[src/hdl/lgc_pkg.sv]
// shared constants and types of the light-grid channel shift chain
`default_nettype none

package lgc_pkg;

    // ------------------------------------------------------------------
    // timing
    // ------------------------------------------------------------------
    localparam int CLK_PERIOD_NS = 20;
    // output stage switch-on / switch-off time, in ns (3.0 us)
    localparam int SWITCH_TIME_NS = 3000;
    localparam int SETTLE_CNT_W = 8;
    // longest time: rounds down to whole clock cycles
    localparam logic [SETTLE_CNT_W-1:0] SWITCH_CYC =
        SETTLE_CNT_W'(SWITCH_TIME_NS / CLK_PERIOD_NS);

    // ------------------------------------------------------------------
    // reset values
    // ------------------------------------------------------------------
    localparam logic STAGE_RST_VAL = 1'b0;
    localparam logic OE_N_RST_VAL = 1'b1;
    localparam logic LINK_CLK_RST_VAL = 1'b0;
    localparam logic [SETTLE_CNT_W-1:0] SETTLE_RST_VAL = 8'h00;

    // ------------------------------------------------------------------
    // output stage states
    // ------------------------------------------------------------------
    typedef enum logic [1:0] {
        OUT_OFF,
        OUT_RAMP,
        OUT_READY
    } lgc_out_state_t;

endpackage : lgc_pkg

`default_nettype wire

[src/hdl/lgc_chan_if.sv]
// interface between the chain control and one three-stage channel
`timescale 1ns/1ps
`default_nettype none

interface lgc_chan_if;
    logic rise_pulse;
    logic fall_pulse;
    logic token_in;
    logic stage1;
    logic stage2;
    logic stage3;

    modport stage (
        input rise_pulse,
        input fall_pulse,
        input token_in,
        output stage1,
        output stage2,
        output stage3
    );

    modport ctrl (
        output rise_pulse,
        output fall_pulse,
        output token_in,
        input stage1,
        input stage2,
        input stage3
    );
endinterface : lgc_chan_if

`default_nettype wire

[src/hdl/lgc_channel.sv]
// one channel: two rising-edge stages and one falling-edge stage
`timescale 1ns/1ps
`default_nettype none

module lgc_channel (
    input wire logic clk,
    input wire logic nrst,
    lgc_chan_if.stage chan
);
    import lgc_pkg::*;

    // ------------------------------------------------------------------
    // stages
    // ------------------------------------------------------------------
    logic stage1_reg;
    logic stage2_reg;
    logic stage3_reg;
    wire logic stage1_next;
    wire logic stage2_next;
    wire logic stage3_next;

    // the falling-edge stage delays the token by half a link period so
    // the hand-over to the next channel cannot race the capture edge
    assign stage1_next = chan.rise_pulse ? chan.token_in : stage1_reg;
    assign stage2_next = chan.rise_pulse ? stage1_reg : stage2_reg;
    assign stage3_next = chan.fall_pulse ? stage2_reg : stage3_reg;

    always_ff @(posedge clk or negedge nrst) begin
        if (!nrst) begin
            stage1_reg <= STAGE_RST_VAL;
            stage2_reg <= STAGE_RST_VAL;
            stage3_reg <= STAGE_RST_VAL;
        end else begin
            stage1_reg <= stage1_next;
            stage2_reg <= stage2_next;
            stage3_reg <= stage3_next;
        end
    end

    assign chan.stage1 = stage1_reg;
    assign chan.stage2 = stage2_reg;
    assign chan.stage3 = stage3_reg;

endmodule : lgc_channel

`default_nettype wire

[src/hdl/lgc_chain.sv]
// top of the light-grid receiver control logic: two chained channels
// Function
// - At reset every shift stage clears; no channel active, both outputs off.
// - High serial_in wakes the amplifier on photo_input_a before capture.
// - Current outputs stay off until a rising edge captures high serial_in.
// - Low serial_in at next rising edge clears channel_a_stage1, outputs off.
// - That rising edge moves channel_a_stage1 into channel_a_stage2.
// - Falling edge loads channel_a_stage3; selects photo_input_b then.
// - Next rising edge loads channel_b_stage1; outputs enable again.
// - Second channel advances alike; its last stage drives serial_out.
// - serial_out changes only after a falling link clock edge.
// - Output stage reaches on or off state within 3.0 us.
// - Amplifier and output return to standby on fourth rising edge.
`timescale 1ns/1ps
`default_nettype none

module lgc_chain (
    input wire logic clk,
    input wire logic nrst,
    input wire logic serial_in,
    input wire logic link_clk,
    output logic serial_out,
    output logic amp_enable,
    output logic photo_input_a_sel,
    output logic photo_input_b_sel,
    output logic pos_current_out_oe_n,
    output logic neg_current_out_oe_n,
    output logic output_ready,
    output var lgc_pkg::lgc_out_state_t out_state
);
    import lgc_pkg::*;

    // ------------------------------------------------------------------
    // link clock edge detection
    // ------------------------------------------------------------------
    // the link clock is slow (10 MHz at most) against clk, so an edge is
    // a one-cycle pulse derived from the previous sample
    logic link_clk_reg;
    logic link_armed_reg;
    wire logic link_rise;
    wire logic link_fall;

    // no edge in the first cycle after reset: the link clock may already
    // stand high at release, and that level is not a rising edge
    always_ff @(posedge clk or negedge nrst) begin
        if (!nrst) begin
            link_clk_reg <= LINK_CLK_RST_VAL;
            link_armed_reg <= STAGE_RST_VAL;
        end else begin
            link_clk_reg <= link_clk;
            link_armed_reg <= 1'b1;
        end
    end

    assign link_rise = link_armed_reg & link_clk & ~link_clk_reg;
    assign link_fall = link_armed_reg & ~link_clk & link_clk_reg;

    // ------------------------------------------------------------------
    // channels
    // ------------------------------------------------------------------
    lgc_chan_if chan_a ();
    lgc_chan_if chan_b ();

    assign chan_a.rise_pulse = link_rise;
    assign chan_a.fall_pulse = link_fall;
    assign chan_a.token_in = serial_in;
    assign chan_b.rise_pulse = link_rise;
    assign chan_b.fall_pulse = link_fall;
    assign chan_b.token_in = chan_a.stage3;

    lgc_channel u_chan_a (
        .clk(clk),
        .nrst(nrst),
        .chan(chan_a.stage)
    );

    lgc_channel u_chan_b (
        .clk(clk),
        .nrst(nrst),
        .chan(chan_b.stage)
    );

    // serial_out is the second channel's falling-edge stage itself
    assign serial_out = chan_b.stage3;

    // ------------------------------------------------------------------
    // amplifier, input selection and output stage enables
    // ------------------------------------------------------------------
    wire logic amp_next;
    wire logic out_on_next;
    wire logic sel_b_next;
    logic amp_reg;
    logic sel_a_reg;
    logic sel_b_reg;
    logic oe_n_reg;

    // the amplifier wakes on serial_in alone so it can leave standby well
    // before the capturing edge; it sleeps once the token leaves stage b1
    assign amp_next = serial_in | chan_a.stage1 | chan_a.stage2 |
                      chan_a.stage3 | chan_b.stage1;
    assign out_on_next = chan_a.stage1 | chan_b.stage1;
    // input b stays selected while stage a3 or stage b1 holds the token
    assign sel_b_next = chan_a.stage3 | chan_b.stage1;

    always_ff @(posedge clk or negedge nrst) begin
        if (!nrst) begin
            amp_reg <= STAGE_RST_VAL;
            sel_a_reg <= STAGE_RST_VAL;
            sel_b_reg <= STAGE_RST_VAL;
            oe_n_reg <= OE_N_RST_VAL;
        end else begin
            amp_reg <= amp_next;
            sel_a_reg <= amp_next & ~sel_b_next;
            sel_b_reg <= amp_next & sel_b_next;
            oe_n_reg <= ~out_on_next;
        end
    end

    assign amp_enable = amp_reg;
    assign photo_input_a_sel = sel_a_reg;
    assign photo_input_b_sel = sel_b_reg;
    // both low-side drivers switch together; sum current stays constant
    assign pos_current_out_oe_n = oe_n_reg;
    assign neg_current_out_oe_n = oe_n_reg;

    // ------------------------------------------------------------------
    // output stage settling
    // ------------------------------------------------------------------
    // output_ready tells the evaluator that switch-on has completed; it
    // does not cover the longer transient decay the controller waits for
    lgc_out_state_t state_reg;
    lgc_out_state_t state_next;
    logic [SETTLE_CNT_W-1:0] settle_reg;
    wire logic [SETTLE_CNT_W-1:0] settle_next;
    wire logic settle_done;
    logic ready_reg;

    assign settle_done = (settle_reg == SWITCH_CYC);
    assign settle_next = (state_reg == OUT_RAMP && !settle_done) ?
                         settle_reg + 8'h01 : SETTLE_RST_VAL;

    always_comb begin
        state_next = state_reg;
        unique case (state_reg)
            OUT_OFF: begin
                if (!oe_n_reg) begin
                    state_next = OUT_RAMP;
                end
            end
            OUT_RAMP: begin
                if (oe_n_reg) begin
                    state_next = OUT_OFF;
                end else if (settle_done) begin
                    state_next = OUT_READY;
                end
            end
            OUT_READY: begin
                if (oe_n_reg) begin
                    state_next = OUT_OFF;
                end
            end
        endcase
    end

    always_ff @(posedge clk or negedge nrst) begin
        if (!nrst) begin
            state_reg <= OUT_OFF;
            settle_reg <= SETTLE_RST_VAL;
            ready_reg <= STAGE_RST_VAL;
        end else begin
            state_reg <= state_next;
            settle_reg <= settle_next;
            ready_reg <= (state_next == OUT_READY);
        end
    end

    assign output_ready = ready_reg;
    assign out_state = state_reg;

    localparam int SETTLE_HI = 154;
endmodule : lgc_chain

`default_nettype wire

[config.mk]
export PLATFORM = sky130hd
export DESIGN_NAME = lgc_chain
export DESIGN_NICKNAME = d
export VERILOG_FILES = /design/src/hdl/lgc_pkg.sv /design/src/hdl/lgc_chan_if.sv /design/src/hdl/lgc_channel.sv /design/src/hdl/lgc_chain.sv
export SDC_FILE = /design/constraint.sdc
export NUM_CORES = 1
export LEC_CHECK = 0
export BUFFER_PORTS_ARGS = -buffer_cell sky130_fd_sc_hd__buf_2
export CORE_MARGIN = 3
export CORE_UTILIZATION = 54
export CTS_CLUSTER_DIAMETER = 40
export DETAILED_ROUTE_END_ITERATION = 16
export PLACE_DENSITY = 0.71
export SKIP_CTS_REPAIR_TIMING = 1
export SLEW_MARGIN = 20
export SYNTH_ARGS = -nofsm -noshare
export SYNTH_HDL_FRONTEND = slang
export SYNTH_SLANG_ARGS = --single-unit
[constraint.sdc]
create_clock -name clk -period 2.35 [get_ports clk]
set_clock_uncertainty 0.2 [all_clocks]
set_input_delay 0.235 -clock clk [delete_from_list [all_inputs] [get_ports clk]]
set_output_delay 0.235 -clock clk [all_outputs]
set_load 0.03 [all_outputs]
==> results.yml <==
timing:
  layout_setup_ws_ns: 0.568
  finalHoldViolations: 0
  min_period_ns: 1.78
  slew_viol_final: 0
  max_clock_freq_mhz: 561
  setup-tns-final_ns: 0
  min_period_over_period: 0.758
  rsz0062_at_grt: "false"
  setup_viol: 0
clock_tree:
  cts_sinks: 23
  cts_tree: "done"
  clock_path_buffers: 2
  clk_latency_ns: 0.31
  clk_pin_slew_ns: 0.13
  clock-root-buffer: "clkbuf_4"
  cts_buffers: 3
  h-tree-depth: 1
synth:
  ys_async_sr_fraction: 1.00
  synth_seq_cells: 23
  synth_area_leaders: "dfrtp_1 55%, mux2_2 6.7%, ha_1 5.0%"
  synth_area_sq_um: 1000
  synth_fp_nets: 88
  ys_seq_area_frac: 0.575
  yosysTopAreaCell: "dfrtp_1"
  synth_edf_count: 0
  syn_inst: 80
  synth_top_area_share: 0.549
  synth_warnings: 0
  synth.avg_cell_area_sq_um: 12.5
  ys.flop_type: "dfrtp_1"
  synth_cell_types: 26
run_status:
  status: "finished clean"
floorplanning:
  die-height_microns: 49.1
  core_sq_um: 1630
  die_area_sq_um: 2410
  num_rows: 14
  start_util: 0.616
  die_width_microns: 49.1
  ios: 13
power:
  p_int_uw: 715
  pwr_density_cell_nw_per_um2: 1000
  p_leak_uw: 0.000544
  swShare: 0.376
  p_sw_uw: 432
  power.total_uw: 1150
  ir_drop_mv: 0.683
  pwr-share-seq: 0.501
  pwr-share-comb: 0.340
  pwr-share-clk: 0.159
min_path:
  hold_path_class: "input pin to asynchronous set/reset pin"
global_route:
  grt_pass1_vias: 573
  grt.overflow.total: 0
  antenna_found_initial: 0
  grt_usage: 0.142
  grt_max_degree: 24
  grt_pass1_wl_microns: 2610
setup_path:
  crit_fanout: 5
  crit_path_end_kind: "flop"
  critPathKind: "flop to flop"
  regToRegSetupSlack_ns: 0.57
  cp-start-kind: "flop"
  critical_path_arrival_ns: 1.83
  cp.required_ns: 2.40
drt:
  antenna_left: 0
  vias: 622
  drt-initial-drc-count: 3
  routed_via_density: 5.10
  first_pass_iters: 4
  finalWirelength_microns: 1400
  drcViolationCount: 0
  wl_per_cell_microns: 11.5
final_layout:
  area_delta_synth_final_pct: 14.2
  largest_register_ffs: 8
  nNetsFinal: 107
  antenna_cells: 0
  layout-drive-gt1-share: 0.296
placement:
  gp_congestion: 0.689
  io_buffers: 12
  detailed_place_hpwl_microns: 1030
  dpl_worst_slack_ns: 0.574
job:
  cap_violations: 0
placed cells by master (no fill, tap or decap), drive strengths merged:
cell	n
nand2	2
clkbuf	3
conb	1
nand4bb	1
buf	12
xnor2	1
inv	4
ha	4
nor2b	1
a21oi	1
and2b	1
nand3	5
nor4	1
or2	2
a21o	1
or4	1
and3	2
nand3b	3
clkinvlp	1
dfrtp	22
xor2	5
o211a	1
mux2	6
o21ai	4
nor2	9
dfstp	1
dlygate4sd3	3
worst max-delay path, stage by stage, from the launching register on:
cell     delay (ns)
dfrtp_1        0.43
inv_1          0.06
ha_1           0.31
or2_2          0.29
nor4_1         0.17
a21o_2         0.13
o211a_1        0.15
path summary, 6_finish.rpt:
check	depth (start not counted)	to	startpoint
max in group asynchronous	2	neg_current_out_oe_n	nrst
min in group clk	1	neg_current_out_oe_n	u_chan_b.chan.stage1
max reg2reg	6	output_ready	out_state[0]
min reg2reg	1	neg_current_out_oe_n	u_chan_b.chan.stage1
max	6	output_ready	out_state[0]
min	2	settle_reg[5]	nrst
power by group through the flow:
| stage | clock [uW] | combinational, uW | sequential, uW |
|---|---|---|---|
| finish | 182 | 390 | 575 |
| global route | 212 | 434 | 595 |
| floorplan | 0 | 220 | 657 |
| CTS | 195 | 394 | 576 |
| detailed placement | 0 | 393 | 584 |
| global placement | 0 | 390 | 580 |
Yosys cell counts, types with 2 or more instances:
library cell,number
dfrtp_1,22
mux2_2,6
nand3b_1,3
nand3_1,5
inv_1,4
xor2_1,5
and3_1,2
ha_1,4
nand2_1,2
o21ai_0,3
nor2_1,9
cell type report:
class                   instances  area [sq um]
well taps                      24          30.0
clock buffers                   3          22.5
clock inverters                 1          7.51
inverters                       4          15.0
multi-input cells              52           404
repair buffers                 15          90.1
flip-flops and latches         23           577
fillers                       113           483
cells by family (layout without fill, tap and decap cells):
kind of cell | Yosys count | after routing | share of synthesized area
buf+inv | 5 | 23 | 0.0224
mux | 6 | 6 | 0.0673
simple gates | 28 | 28 | 0.175
flops | 23 | 23 | 0.575
fa+ha+maj | 4 | 4 | 0.0499
xor+xnor | 6 | 6 | 0.0524
compound gates | 7 | 7 | 0.0549
other cells | 1 | 1 | 0.00374
through the flow:
step	instance area, sq um	hold slack, ns	util	cells
after floorplan	1000	-0.261	-	80
after global placement	1090	0.0291	0.667	115
after detailed placement	1090	0.0334	0.667	115
after CTS	1120	-0.324	0.685	119
after global routing	1150	0.230	0.704	122
final	1150	0.210	0.704	122
routing by layer:
metal / track usage / wire [microns]
met5: 0 / 0
met4: 0.0284 / 0
met2: 0.239 / 740
met1: 0.171 / 593
met3: 0.0581 / 70
(Power assumes the default switching activity.)
